<file path="config.mk">
export PLATFORM = sky130hd
export DESIGN_NAME = pif_top
export DESIGN_NICKNAME = d
export VERILOG_FILES = /design/src/common/pif_pkg.sv /design/src/rtl/pif_top.sv /design/src/rtl/pif_sync.sv
export SDC_FILE = /design/constraint.sdc
export NUM_CORES = 1
export LEC_CHECK = 0
export ABC_AREA = 1
export BUFFER_PORTS_ARGS = -buffer_cell sky130_fd_sc_hd__buf_2
export CAP_MARGIN = 20
export CORE_AREA = 2 2 61 120
export CTS_BUF_LIST = sky130_fd_sc_hd__clkbuf_4
export DETAILED_ROUTE_END_ITERATION = 12
export DIE_AREA = 0 0 63 122
export PLACE_DENSITY = 0.76
export SLEW_MARGIN = 20
export SYNTH_ARGS = -nofsm -noshare
export SYNTH_HDL_FRONTEND = slang
export SYNTH_SLANG_ARGS = --single-unit
</file>
<file path="constraint.sdc">
create_clock -name sys_clk -period 2 [get_ports sys_clk]
set_clock_uncertainty 0.1 [all_clocks]
set_input_delay 0.3 -clock sys_clk [delete_from_list [all_inputs] [get_ports sys_clk]]
set_output_delay 0.3 -clock sys_clk [all_outputs]
set_load 0.01 [all_outputs]
</file>
<file path="src/common/pif_pkg.sv">
// Package for the peripheral interrupt flag block: offsets, fields, resets.
// Assumes a 32-bit Avalon-MM slave with word addressing on byte offsets.
package pif_pkg;

    // =========================================================
    // Register byte offsets
    localparam logic [5:0] OFS_REQ_FIRST = 6'h00;
    localparam logic [5:0] OFS_REQ_CMP = 6'h04;
    localparam logic [5:0] OFS_REQ_MOD = 6'h08;
    localparam logic [5:0] OFS_EN_FIRST = 6'h0C;
    localparam logic [5:0] OFS_EN_SECOND = 6'h10;
    localparam logic [5:0] OFS_EN_THIRD = 6'h14;
    localparam logic [5:0] OFS_CORE_CTRL = 6'h18;
    localparam logic [5:0] OFS_IRQ_STAT = 6'h1C;
    localparam logic [5:0] OFS_IRQ_MASK = 6'h20;

    // =========================================================
    // Field positions and implemented-bit masks
    localparam int BIT_CMP = 5;
    localparam int BIT_MOD1 = 4;
    localparam int BIT_MOD2 = 5;
    localparam int BIT_MOD3 = 6;
    localparam int BIT_GIE = 7;
    localparam int BIT_PERIPHERAL_IRQ_ENABLE = 6;
    localparam logic [7:0] MASK_FIRST = 8'hF3;
    localparam logic [7:0] MASK_CMP = 8'h20;
    localparam logic [7:0] MASK_MOD = 8'h70;
    localparam logic [7:0] MASK_CTRL = 8'hC0;
    localparam logic [2:0] MASK_STAT = 3'h7;

    // =========================================================
    // Reset values
    localparam logic [7:0] RST_REG = 8'h00;
    localparam logic [2:0] RST_STAT = 3'h0;

    // Status event bits: new pending flag, request rose, request fell.
    localparam int EV_FLAG = 0;
    localparam int EV_RISE = 1;
    localparam int EV_FALL = 2;

    typedef struct packed {
        logic [7:0] req_first;
        logic [7:0] req_cmp;
        logic [7:0] en_first;
        logic [7:0] en_second;
        logic [7:0] en_third;
        logic [7:0] core_ctrl;
        logic [2:0] irq_stat;
        logic [2:0] irq_mask;
    } pif_regs_t;

    typedef struct packed {
        logic [7:0] first;
        logic cmp;
        logic [2:0] mod;
    } pif_src_t;

    typedef enum logic [1:0] {
        BUS_IDLE,
        BUS_ANSWER
    } pif_bus_st_t;

endpackage

</file>
<file path="src/rtl/pif_top.sv">
// Peripheral interrupt flag and enable registers with an Avalon-MM slave.
// Assumes peripheral events are levels from other domains, held by the
// source at least two clocks; modulator flags are the modulators' own.
//
// What this block does
// - Flags set by events, ignoring all enables.
// - Modulator flags read-only, follow modulator sources.
// - Modulator flags at bits six, five, four.
// - Unimplemented flag and enable bits read zero.
// - Request flags reset to zero on reset.
//
// The register offsets and the Avalon-MM register port were chosen for this implementation.
module pif_top (
    input wire logic sys_clk,
    input wire logic sys_rst,
    input wire logic [5:0] avs_address,
    input wire logic avs_read,
    input wire logic avs_write,
    input wire logic [31:0] avs_writedata,
    input wire logic [3:0] avs_byteenable,
    output logic [31:0] avs_readdata,
    output logic avs_waitrequest,
    output logic [1:0] avs_response,
    input wire logic [7:0] evt_first,
    input wire logic evt_comparator,
    input wire logic [2:0] modulator_pending_src,
    output logic periph_irq_req,
    output logic core_irq_req,
    output logic irq
);

    // =========================================================
    // State
    typedef struct packed {
        pif_pkg::pif_regs_t regs;
        pif_pkg::pif_bus_st_t bus;
        logic [7:0] evt_first_d;
        logic evt_cmp_d;
        logic [2:0] mod_flags;
        logic [31:0] rdata;
        logic [1:0] resp;
        logic wait_n;
        logic periph_req;
        logic core_req;
        logic irq;
    } pif_state_t;

    pif_state_t st_r;
    pif_state_t st_nxt;

    // =========================================================
    // Input synchronisers
    logic [11:0] sync_out;
    pif_pkg::pif_src_t src;

    pif_sync #(
        .WIDTH(12)
    ) u_sync (
        .sys_clk(sys_clk),
        .sys_rst(sys_rst),
        .din({evt_first, evt_comparator, modulator_pending_src}),
        .dout(sync_out)
    );

    assign src = sync_out;

    // =========================================================
    // Edge detection
    // Every synchronised source bit gets the same rising-edge test against
    // its level of one clock earlier. Those earlier levels reset low, the
    // idle level of every source, so reset release never fakes an event.
    localparam int SRC_W = $bits(pif_pkg::pif_src_t);

    logic [SRC_W-1:0] src_prev;
    logic [SRC_W-1:0] src_rise;
    pif_pkg::pif_src_t src_edge;

    assign src_prev = {st_r.evt_first_d, st_r.evt_cmp_d, st_r.mod_flags};

    for (genvar i = 0; i < SRC_W; i++) begin : g_edge
        assign src_rise[i] = sync_out[i] & ~src_prev[i];
    end

    assign src_edge = src_rise;

    // =========================================================
    // Next-state logic
    logic [7:0] rise_first;
    logic rise_cmp;
    logic [7:0] req_mod_view;
    logic [7:0] pend_first;
    logic pend_cmp;
    logic [2:0] pend_mod;
    logic any_pend;
    logic new_flag;
    logic [2:0] ev;
    logic [31:0] rd;
    logic hit;
    logic do_wr;
    logic do_rd;
    logic [7:0] wb;

    always_comb begin
        st_nxt = st_r;
        rd = 32'h0000_0000;
        hit = 1'b1;
        wb = avs_writedata[7:0];
        do_wr = avs_write && st_r.bus == pif_pkg::BUS_IDLE
            && avs_byteenable[0];
        do_rd = avs_read && st_r.bus == pif_pkg::BUS_IDLE;

        st_nxt.evt_first_d = src.first;
        st_nxt.evt_cmp_d = src.cmp;
        // The modulator flags are copies only: no write reaches them, and
        // they clear when the modulator clears its own flags.
        st_nxt.mod_flags = src.mod;
        rise_first = src_edge.first & pif_pkg::MASK_FIRST;
        rise_cmp = src_edge.cmp;
        req_mod_view = {1'b0, st_r.mod_flags, 4'h0};

        // Register reads; unimplemented bits are masked to zero.
        case (avs_address)
            pif_pkg::OFS_REQ_FIRST:
                rd[7:0] = st_r.regs.req_first & pif_pkg::MASK_FIRST;
            pif_pkg::OFS_REQ_CMP:
                rd[7:0] = st_r.regs.req_cmp & pif_pkg::MASK_CMP;
            pif_pkg::OFS_REQ_MOD:
                rd[7:0] = req_mod_view & pif_pkg::MASK_MOD;
            pif_pkg::OFS_EN_FIRST:
                rd[7:0] = st_r.regs.en_first & pif_pkg::MASK_FIRST;
            pif_pkg::OFS_EN_SECOND:
                rd[7:0] = st_r.regs.en_second & pif_pkg::MASK_CMP;
            pif_pkg::OFS_EN_THIRD:
                rd[7:0] = st_r.regs.en_third & pif_pkg::MASK_MOD;
            pif_pkg::OFS_CORE_CTRL:
                rd[7:0] = st_r.regs.core_ctrl & pif_pkg::MASK_CTRL;
            pif_pkg::OFS_IRQ_STAT:
                rd[2:0] = st_r.regs.irq_stat;
            pif_pkg::OFS_IRQ_MASK:
                rd[2:0] = st_r.regs.irq_mask;
            default: begin
                hit = 1'b0;
            end
        endcase

        // Software writes first so that hardware sets below win.
        if (do_wr) begin
            case (avs_address)
                pif_pkg::OFS_REQ_FIRST:
                    st_nxt.regs.req_first = wb & pif_pkg::MASK_FIRST;
                pif_pkg::OFS_REQ_CMP:
                    st_nxt.regs.req_cmp = wb & pif_pkg::MASK_CMP;
                pif_pkg::OFS_EN_FIRST:
                    st_nxt.regs.en_first = wb & pif_pkg::MASK_FIRST;
                pif_pkg::OFS_EN_SECOND:
                    st_nxt.regs.en_second = wb & pif_pkg::MASK_CMP;
                pif_pkg::OFS_EN_THIRD:
                    st_nxt.regs.en_third = wb & pif_pkg::MASK_MOD;
                pif_pkg::OFS_CORE_CTRL:
                    st_nxt.regs.core_ctrl = wb & pif_pkg::MASK_CTRL;
                pif_pkg::OFS_IRQ_MASK:
                    st_nxt.regs.irq_mask = wb[2:0] & pif_pkg::MASK_STAT;
                default: begin
                end
            endcase
        end

        // Event edges set flags regardless of any enable bit.
        st_nxt.regs.req_first = st_nxt.regs.req_first | rise_first;
        if (rise_cmp) begin
            st_nxt.regs.req_cmp[pif_pkg::BIT_CMP] = 1'b1;
        end

        // Request is built from the registered flags and enables.
        // A new flag therefore raises the request one clock after it
        // becomes readable, which keeps the request path short.
        pend_first = st_r.regs.req_first & st_r.regs.en_first;
        pend_cmp = st_r.regs.req_cmp[pif_pkg::BIT_CMP]
            & st_r.regs.en_second[pif_pkg::BIT_CMP];
        pend_mod = st_r.mod_flags
            & st_r.regs.en_third[pif_pkg::BIT_MOD3:pif_pkg::BIT_MOD1];
        any_pend = (|pend_first) | pend_cmp | (|pend_mod);
        st_nxt.periph_req = any_pend;
        st_nxt.core_req = any_pend
            && st_r.regs.core_ctrl[pif_pkg::BIT_GIE]
            && st_r.regs.core_ctrl[pif_pkg::BIT_PERIPHERAL_IRQ_ENABLE];

        // Status events; read of the status clears it, set wins.
        // The read data hold the value from before this clock, so an event
        // that lands with the clearing read stays for the next read.
        new_flag = (|rise_first) | rise_cmp
            | (|src_edge.mod);
        ev = 3'h0;
        ev[pif_pkg::EV_FLAG] = new_flag;
        ev[pif_pkg::EV_RISE] = any_pend & ~st_r.periph_req;
        ev[pif_pkg::EV_FALL] = ~any_pend & st_r.periph_req;
        if (do_rd && avs_address == pif_pkg::OFS_IRQ_STAT) begin
            st_nxt.regs.irq_stat = ev;
        end else begin
            st_nxt.regs.irq_stat = st_r.regs.irq_stat | ev;
        end
        st_nxt.irq = |(st_nxt.regs.irq_stat & st_nxt.regs.irq_mask);

        // Bus answer one clock after the request is seen.
        // Answering from flops costs a second clock per access but keeps
        // waitrequest free of any path from the request inputs.
        case (st_r.bus)
            pif_pkg::BUS_IDLE: begin
                st_nxt.wait_n = 1'b0;
                if (avs_read || avs_write) begin
                    st_nxt.bus = pif_pkg::BUS_ANSWER;
                    st_nxt.wait_n = 1'b1;
                    st_nxt.rdata = avs_read ? rd : 32'h0000_0000;
                    st_nxt.resp = hit ? 2'h0 : 2'h2;
                end
            end
            pif_pkg::BUS_ANSWER: begin
                st_nxt.bus = pif_pkg::BUS_IDLE;
                st_nxt.wait_n = 1'b0;
            end
            default: begin
                st_nxt.bus = pif_pkg::BUS_IDLE;
                st_nxt.wait_n = 1'b0;
            end
        endcase
    end

    // =========================================================
    // Registers
    always_ff @(posedge sys_clk or posedge sys_rst) begin
        if (sys_rst) begin
            st_r <= '0;
        end else begin
            st_r <= st_nxt;
        end
    end

    assign avs_readdata = st_r.rdata;
    assign avs_waitrequest = ~st_r.wait_n;
    assign avs_response = st_r.resp;
    assign periph_irq_req = st_r.periph_req;
    assign core_irq_req = st_r.core_req;
    assign irq = st_r.irq;

endmodule

</file>
<file path="src/rtl/pif_sync.sv">
// Two-flop synchroniser, one per bit, for asynchronous source levels.
// Assumes nothing reads the first stage but the second.
module pif_sync #(
    parameter int WIDTH = 12
) (
    input wire logic sys_clk,
    input wire logic sys_rst,
    input wire logic [WIDTH-1:0] din,
    output logic [WIDTH-1:0] dout
);

    typedef struct packed {
        logic [WIDTH-1:0] s1;
        logic [WIDTH-1:0] s2;
    } pif_sync_st_t;

    pif_sync_st_t st_r;
    pif_sync_st_t st_nxt;

    always_comb begin
        st_nxt.s1 = din;
        st_nxt.s2 = st_r.s1;
    end

    always_ff @(posedge sys_clk or posedge sys_rst) begin
        if (sys_rst) begin
            st_r <= '0;
        end else begin
            st_r <= st_nxt;
        end
    end

    assign dout = st_r.s2;

endmodule

</file>
==> run_results.csv, run 1 <==
group,metric,value,unit
sta,hold_viol,0,
die,placementRows,43,
die,num_io_pins,96,
placed_design,dp_hpwl,4165,µm
grt,grt_usage,17.30,%
sta,period_needed,1.477,ns
placed_design,gp_congestion,0.8674,
grt,grt_max_degree,69,
cells_and_area,area_growth,13.81,%
route,drt_first_iter_violations,76,
flow_run,maxCapViolations,0,
sta,grt_setup_unrepaired,"false",
sta,finalCritPeriodShare,73.86,%
critical_path,arrival,1.67,ns
critical_path,max_stage_delay,0.42,ns
pwr,peakVddDrop,0.5558,mV
synthesis,ys_types,30,
clock_tree,cts_buffer_depth,2,
route,wl_per_cell,11.58,µm
die,start_util,46.02,%
route,wl,5754,µm
cells_and_area,diodes,0,
grt,grt_pass1_vias,2265,
synthesis,synthCells,349,
critical_path,path_max_fanout,8,
route,vias,2227,
critical_path,crit_path_end_kind,"register",
critical_path,cp_top_family,"simple AND/OR/NAND/NOR gates",
synthesis,synthArstFlopShare,100.0,%
cells_and_area,drive_gt1_share,22.11,%
route,remaining_drc_errors,0,
route,drtPass1Iterations,4,
placed_design,port_buffers,39,
sta,fmax,677.0,MHz
synthesis,ys_seq_elements,68,
clock_tree,clk_pin_slew,0.11,ns
critical_path,cp-start-kind,"register",
clock_tree,cts_buffers,9,
synthesis,ys.flop_type,"dfrtp_1",
run_status,status,"finished clean",
synthesis,yosys_warnings,0,
synthesis,postSynthAreaPerCell,9.009,µm²
critical_path,path_common_cell,"inv_2",
critical_path,crit_chain,"nor2_2, inv_2, nor2_4, inv_2, nand2_1, o211ai_1",
die,coreArea,6833,µm²
critical_path,critPathRequiredTime,2.19,ns
die,fp.dieW,63,µm
cells_and_area,fillers,660,
die,die-area,7686,µm²
synthesis,synth-edff-count,0,
critical_path,worst-path-buf-inv,2,
clock_tree,cts_tree,"done",
pwr,p_leak,1.888,nW
grt,grt_pass1_wl,10040,µm
die,fp.dieH,122,µm
critical_path,crit_type,"reg -> reg",
synthesis,yosysSeqAreaShare,54.12,%
min_path,hp-class,"in -> reg",
pwr,pwr_density_cell,769.4,nW/µm²
clock_tree,clock_sinks,68,
grt,antenna_found_initial,0,
sta,fin_tns_setup,0,ns
clock_tree,insertion_delay,0.42,ns
grt,overflow,0,
route,postRouteAntennaNets,0,
cells_and_area,num-nets-final,460,
pwr,finalPower,2.753,mW
clock_tree,cts-root-buf,"clkbuf_4",
clock_tree,cts_max_level,3,
critical_path,cp_slowest_cell,"dfrtp_1",
sta,final-max-slew-violation-count,0,
route,viasPerCell,4.481,
sta,setup_viol,0,
sta,holdWs,0.03549,ns
synthesis,syn_area,3144,µm²
[cell type report]
| type | instances | area, µm² | share of cell area (%) |
|---|---|---|---|
| Sequential cell | 68 | 1702 | 47.55 |
| Clock inverter | 5 | 76.32 | 2.133 |
| Timing Repair Buffer | 54 | 350.3 | 9.790 |
| Clock buffer | 11 | 82.58 | 2.308 |
| Multi-Input combinational cell | 226 | 1090 | 30.45 |
| Tap cell | 90 | 112.6 | 3.147 |
| Inverter | 43 | 165.2 | 4.615 |
[Yosys cell counts, types with 2 or more instances]
cell type / instances / area, µm²
nand4_1: 6 / 37.54
o211ai_1: 6 / 45.04
nand3b_1: 2 / 15.01
clkinv_1: 2 / 7.510
nand3_1: 16 / 80.08
o21ai_1: 7 / 35.03
nand2_2: 6 / 37.54
nor2_4: 6 / 67.56
nor2_1: 20 / 75.07
nand2_1: 108 / 405.4
nor2_2: 4 / 25.02
o21ai_2: 7 / 61.31
o21ai_0: 3 / 15.01
inv_2: 5 / 18.77
buf_4: 34 / 255.2
inv_1: 36 / 135.1
dfrtp_1: 68 / 1702
[per-layer routing]
| layer | vias up | GRT usage [%] | wire, µm |
|---|---|---|---|
| met5 | - | 0 | 0 |
| met4 | 0 | 12.08 | 210 |
| met3 | 16 | 4.155 | 258 |
| met2 | 58 | 27.53 | 2901 |
| met1 | 1019 | 20.42 | 2383 |
| li1 | 1134 | - | - |
[timing repair]
action,in CTS,in global routing
setup buffers,0,0
hold buffers,12,0
endpoints found under the hold margin,79,0
resized for setup,0,0
[worst reg2reg max path: stages, from the launching register on]
cell,delay [ns]
dfrtp_1,0.42
nor2_2,0.29
inv_2,0.12
nor2_4,0.18
inv_2,0.10
nand2_1,0.08
o211ai_1,0.08
[power by group]
group          internal, mW  switching (mW)  total [mW]  leakage [nW]
logic                 0.102           0.179       0.281         0.993
registers              1.44          0.0367        1.48         0.810
clock network         0.530           0.462       0.991        0.0845
total                  2.08           0.678        2.75          1.89
[sequential cells by signal, summed over array words and instances, names as in the netlist]
| signal | count |
|---|---|
| avs_readdata | 7 |
| avs_response | 1 |
| core_irq_req | 1 |
| irq | 1 |
| periph_irq_req | 1 |
| req_mod_view | 3 |
| src_prev | 7 |
| st_r | 27 |
| u_sync.dout | 10 |
| u_sync.st_nxt | 10 |
[cells by family after synthesis]
kind of cell | share of synthesized area (%)
other | 0.1193
DFF | 54.12
buffers and inverters | 14.21
and+or+nand+nor | 25.67
AOI/OAI and AO/OA | 5.889
[cells in the final DEF (no fill, tap or decap), types with 2 or more instances in the layout]
cell type,instances
nand2_2,6
buf_2,39
clkbuf_4,11
o21ai_1,7
clkinvlp_4,2
conb_1,26
o21ai_2,7
inv_1,35
nor2_2,4
nand3b_1,2
dlygate4sd3_1,12
nor2_4,6
o21ai_0,3
nor2_1,20
nand2_1,108
nand4_1,6
nand3_1,16
inv_2,5
o211ai_1,6
buf_4,2
dfrtp_1,68
bufinv_16,2
clkinv_1,3
[through the flow]
step           setup slack (ns)  util (%)  instance area [µm²]  std cells
3_5_place_dp             0.3868     48.29                 3299        469
4_1_cts                  0.5114     52.37                 3578        497
5_1_grt                  0.4156     52.37                 3578        497
6_report                 0.5229     52.37                 3578        497
2_1_floorplan            0.6953         -                 3242        374
3_3_place_gp             0.3864     48.29                 3299        469
[final timing paths]
check	startpoint	endpoint	slack [ns]	depth (start not counted)
max reg2reg	st_r[50]	st_r[102]	0.52	6
min in group asynchronous	sys_rst	req_mod_view[5]	0.42	4
min reg2reg	u_sync.st_nxt[3]	u_sync.dout[3]	0.25	0
min	avs_writedata[5]	st_r[79]	0.04	3
max in group asynchronous	sys_rst	st_r[54]	1.09	4
max	st_r[50]	st_r[102]	0.52	6
No activity file was read; power rests on OpenSTA's default activity.
==> run 2, diff against run 1 <==
- CORE_AREA: 2 2 61 120 -> 2 2 58 114
- DIE_AREA: 0 0 63 122 -> 0 0 60 116
- PLACE_DENSITY: 0.76 -> 0.8
- clock period: 2 -> 1.4 ns (I/O delays scaled with it)
==> run_results.csv, run 2 (synthesized netlist as in run 1, its figures left out) <==
group,metric,value,unit
cells_and_area,largest_reg_flops,27,
route,wl,6028,µm
pwr,p_leak,1.957,nW
route,wl_per_cell,11.89,µm
route,drtPass1Iterations,4,
pwr,switching_share,27.13,%
route,postRouteAntennaNets,0,
grt,use_met3,5.692,%
pwr,pwr_density_cell,971.3,nW/µm²
grt,gr-usage-met1,19.44,%
cells_and_area,final_common_cell,"nand2_1",
placed_design,gp_congestion,0.8732,
clock_tree,cts-root-buf,"clkbuf_4",
die,coreArea,6056,µm²
cells_and_area,final_util,61.12,%
sta,hold_viol,0,
critical_path,crit_type,"reg -> reg",
sta,final-max-slew-violation-count,0,
critical_path,path_max_fanout,5,
grt,grt_usage,19.95,%
pwr,pwr-share-seq,58.9,%
critical_path,cp-start-kind,"register",
clock_tree,cts_tree,"done",
cells_and_area,diodes,0,
cells_and_area,area_growth,17.71,%
placed_design,dp_hpwl,4386,µm
grt,grt_busiest_layer,"met2",
sta,period_needed,1.328,ns
pwr,p_int,2.620,mW
route,vias,2357,
grt,antenna_found_initial,0,
sta,setup_viol,0,
sta,fmax,752.7,MHz
die,die-area,6960,µm²
grt,grtUsageMet2,36.09,%
pwr,power.switching,0.9753,mW
placed_design,placed_area,3400,µm²
critical_path,crit_path_end_kind,"register",
sta,grt_setup_unrepaired,"true",
pwr,pwr-share-clk,28.6,%
flow_run,maxCapViolations,0,
cells_and_area,layout_common_cells,"107 x nand2_1, 68 x dfrtp_1, 39 x buf_2",
run_status,status,"finished clean",
die,fp.dieW,60,µm
cells_and_area,finalInstanceArea,3701,µm²
grt,overflow,0,
die,start_util,51.92,%
cells_and_area,regMostFlops,"st_r",
pwr,comb_power_share,12.5,%
clock_tree,cts_buffers,9,
grt,grt_max_degree,69,
cells_and_area,drive_gt1_share,24.35,%
clock_tree,cts_max_level,3,
route,drt_first_iter_violations,85,
grt,grt_pass1_wl,10090,µm
min_path,hp-class,"in -> reg",
sta,finalCritPeriodShare,94.89,%
grt,grt_pass1_vias,2349,
cells_and_area,num-nets-final,477,
route,viasPerCell,4.649,
clock_tree,cts_buffer_depth,2,
route,remaining_drc_errors,0,
die,placementRows,40,
pwr,finalPower,3.595,mW
placed_design,port_buffers,39,
die,fp.dieH,116,µm
pwr,peakVddDrop,0.7457,mV
clock_tree,clk_pin_slew,0.11,ns
critical_path,critPathRequiredTime,1.60,ns
critical_path,arrival,1.53,ns
clock_tree,insertion_delay,0.42,ns
clock_tree,clock_sinks,68,
die,num_io_pins,96,
==> run 2: changes by cell type in the layout (fill, tap and decap cells not counted), sizes merged <==
cell / change
buf: +11
bufinv: -2
clkinv: +2
clkinvlp: -1
dlygate4sd3: +6
==> run 2: power groups by stage <==
stage,sequential [mW],clock (mW),combinational [mW]
after CTS,2.12,1.07,0.446
after detailed placement,2.15,0,0.405
after global placement,2.15,0,0.396
after floorplan,2.14,0,0.312
final,2.12,1.03,0.451
after global routing,2.13,1.13,0.509
==> run 2: worst paths after layout <==
path / cells after the start / slack (ns) / from / end
hold / removal: 4 / 0.02 / avs_write / avs_response[1]
hold reg to reg: 0 / 0.26 / u_sync.st_nxt[3] / u_sync.dout[3]
setup / recovery: 7 / 0.07 / st_r[50] / irq
setup reg to reg: 7 / 0.07 / st_r[50] / irq
max in group asynchronous: 4 / 0.59 / sys_rst / u_sync.dout[5]
min in group asynchronous: 4 / 0.33 / sys_rst / src_prev[11]
==> run 2: cell type report <==
type | instances | area [µm²]
Clock buffer | 11 | 82.58
Clock inverter | 4 | 17.52
Fill cell | 546 | 2355
Inverter | 43 | 165.2
Multi-Input combinational cell | 226 | 1111
Sequential cell | 68 | 1702
Tap cell | 84 | 105.1
Timing Repair Buffer | 71 | 518.0
==> run 2: worst max-delay path, stage by stage, from the launching register on <==
cell and delay, ns:
dfrtp_1 0.43, nor2_4 0.15, buf_4 0.17, nand2_2 0.09, nand2_1 0.07, nand2_1 0.06, nand2_1 0.06, nand3_1 0.07
==> run 2: stage by stage <==
stage	hold slack (ns)	cells	setup WS, ns	setup TNS [ns]
3_5_place_dp	0.2193	474	-0.03198	-0.1102
5_1_grt	0.04725	507	-0.004629	-0.004629
4_1_cts	0.05236	507	0.01696	0
3_3_place_gp	0.2177	474	0.006656	0
2_1_floorplan	0.1414	374	0.09533	0
6_report	0.02139	507	0.07153	0
==> run 2: timing repair <==
action	in CTS	in global routing
resized for setup	1	5
endpoints found under the setup margin	1	5
pin swaps	0	2
endpoints found under the hold margin	96	0
hold buffers	18	0
buffers inserted	0	0
==> run 2: routing by layer <==
layer / vias up / routed length [µm]
met2: 68 / 3441
met4: 0 / 187
met3: 14 / 265
met5: - / 0
li1: 1171 / -
met1: 1104 / 2133
==> run 3, diff against run 2 <==
==> constraint.sdc (replaced) <==
create_clock -name sys_clk -period 1.4 [get_ports sys_clk]
set_clock_uncertainty 0.1 [all_clocks]
set_input_delay 0.07 -clock sys_clk [delete_from_list [all_inputs] [get_ports sys_clk]]
set_output_delay 0.07 -clock sys_clk [all_outputs]
set_load 0.01 [all_outputs]
==> run_results.csv, run 3 (synthesized netlist as in run 1, its figures left out) <==
group,metric,value,unit
critical_path,r2r-start,"st_r[50]",
die,placementRows,40,
route,viasPerCell,4.673,
run_status,status,"finished clean",
placed_design,port_buffers,39,
sta,fmax,755.5,MHz
die,coreArea,6056,µm²
clock_tree,insertion_delay,0.42,ns
critical_path,path_max_fanout,6,
cells_and_area,fillers,541,
clock_tree,cts_buffers,9,
critical_path,cp_slowest_cell,"dfrtp_1",
cells_and_area,multiInputGateArea,1102,µm²
die,die-area,6960,µm²
pwr,p_leak,2.009,nW
cells_and_area,layout_common_cells,"108 x nand2_1, 68 x dfrtp_1, 38 x buf_2",
grt,grt_pass1_wl,10580,µm
route,vias,2402,
critical_path,arrival,1.52,ns
cells_and_area,layoutNonFillerInstCount,514,
die,num_io_pins,96,
placed_design,dp.cells,472,
clock_tree,clk_pin_slew,0.11,ns
critical_path,crit_type,"reg -> reg",
cells_and_area,largest_reg_flops,27,
min_path,min-delay-start,"avs_address[3]",
cells_and_area,num-nets-final,483,
cells_and_area,area_growth,21.09,%
sta,setup_ws,0.07646,ns
clock_tree,clock_sinks,68,
route,postRouteAntennaNets,0,
grt,grt_pass1_vias,2528,
clock_tree,cts_buffer_depth,2,
placed_design,gp_congestion,0.8633,
critical_path,reg2reg_slack,0.08,ns
sta,period_needed,1.324,ns
route,drt_first_iter_violations,76,
cells_and_area,regMostFlops,"st_r",
critical_path,max_stage_delay,0.41,ns
critical_path,cp-start-kind,"register",
sta,finalCritPeriodShare,94.54,%
grt,overflow,0,
sta,fin_tns_setup,0,ns
grt,grt_max_degree,28,
clock_tree,cts_tree,"done",
critical_path,crit_chain,"nor2_2, buf_6, inv_2, nor2_4, buf_4, o211ai_1",
placed_design,place_ws,0.03193,ns
cells_and_area,regArea,1702,µm²
sta,hold_viol,0,
route,remaining_drc_errors,0,
critical_path,crit_path_end_kind,"register",
cells_and_area,final_common_cell,"nand2_1",
die,start_util,51.92,%
pwr,peakVddDrop,0.7163,mV
sta,setup_viol,0,
route,wl,6204,µm
pwr,pwr_density_cell,1042,nW/µm²
min_path,hp-class,"in -> reg",
die,fp.dieH,116,µm
flow_run,maxCapViolations,0,
grt,antenna_found_initial,0,
critical_path,worst-path-buf-inv,3,
route,drtPass1Iterations,4,
clock_tree,cts-root-buf,"clkbuf_4",
die,fp.dieW,60,µm
critical_path,startpoint,"st_r[50]",
clock_tree,cts_max_level,3,
critical_path,critPathRequiredTime,1.60,ns
critical_path,cp_top_family,"flip-flops",
sta,final-max-slew-violation-count,0,
placed_design,dp_hpwl,4672,µm
cells_and_area,drive_gt1_share,24.42,%
cells_and_area,diodes,0,
grt,grt_usage,20.89,%
route,wl_per_cell,12.07,µm
-- run 3: path summary, 6_finish.rpt --
path,endpoint,cells past startpoint
worst max-delay path,st_r[103],6
worst min-delay path,avs_response[1],4
worst max register to register,st_r[103],6
worst min register to register,u_sync.dout[3],0
max in group asynchronous,st_r[54],4
min in group asynchronous,st_r[71],3
-- run 3: area by class of cell --
class | count | share of cell area [%]
tap | 84 | 2.760
sequential | 68 | 44.69
clock buffer | 10 | 1.972
inverter | 43 | 4.404
timing repair buffer | 77 | 15.15
multi-input combinational | 226 | 28.95
clock inverter | 6 | 2.070
-- run 3: repair_timing --
action,in CTS,in global routing
buffers inserted,0,5
hold endpoints to repair,109,0
gates resized for setup,0,6
setup endpoints to repair,0,11
hold buffers,21,0
-- run 3: power breakdown --
part	leakage (nW)	switching, mW	internal (mW)
Combinational	1.12	0.277	0.187
Clock	0.0791	0.659	0.727
Sequential	0.810	0.0526	2.06
Total	2.01	0.990	2.98
-- run 3: layer usage --
metal / vias up / share of wire, % / global-route usage [%]
met4: 0 / 5.7 / 13.78
met5: - / 0 / 0
met1: 1115 / 34 / 19.25
met2: 83 / 56 / 37.54
li1: 1176 / - / -
met3: 28 / 4.4 / 6.027
-- run 3: worst min-delay path, delay by kind of cell --
kind / cells / cell delay [ns]
buffers and inverters: 1 / 0.16
AO/OA/AOI/OAI: 1 / 0.06
AND/OR/NAND/NOR: 2 / 0.21
-- run 3: metrics by stage --
step           hold slack [ns]  utilization, %  power, mW  instance area (µm²)
5_1_grt                0.04053           62.87      4.160                 3807
4_1_cts               0.003378           61.90      4.002                 3749
3_5_place_dp           0.01615           55.89      2.559                 3385
3_3_place_gp          0.009296           55.89      2.541                 3385
6_report               0.02219           62.87      3.967                 3807
2_1_floorplan         0.001430               -      2.457                 3242
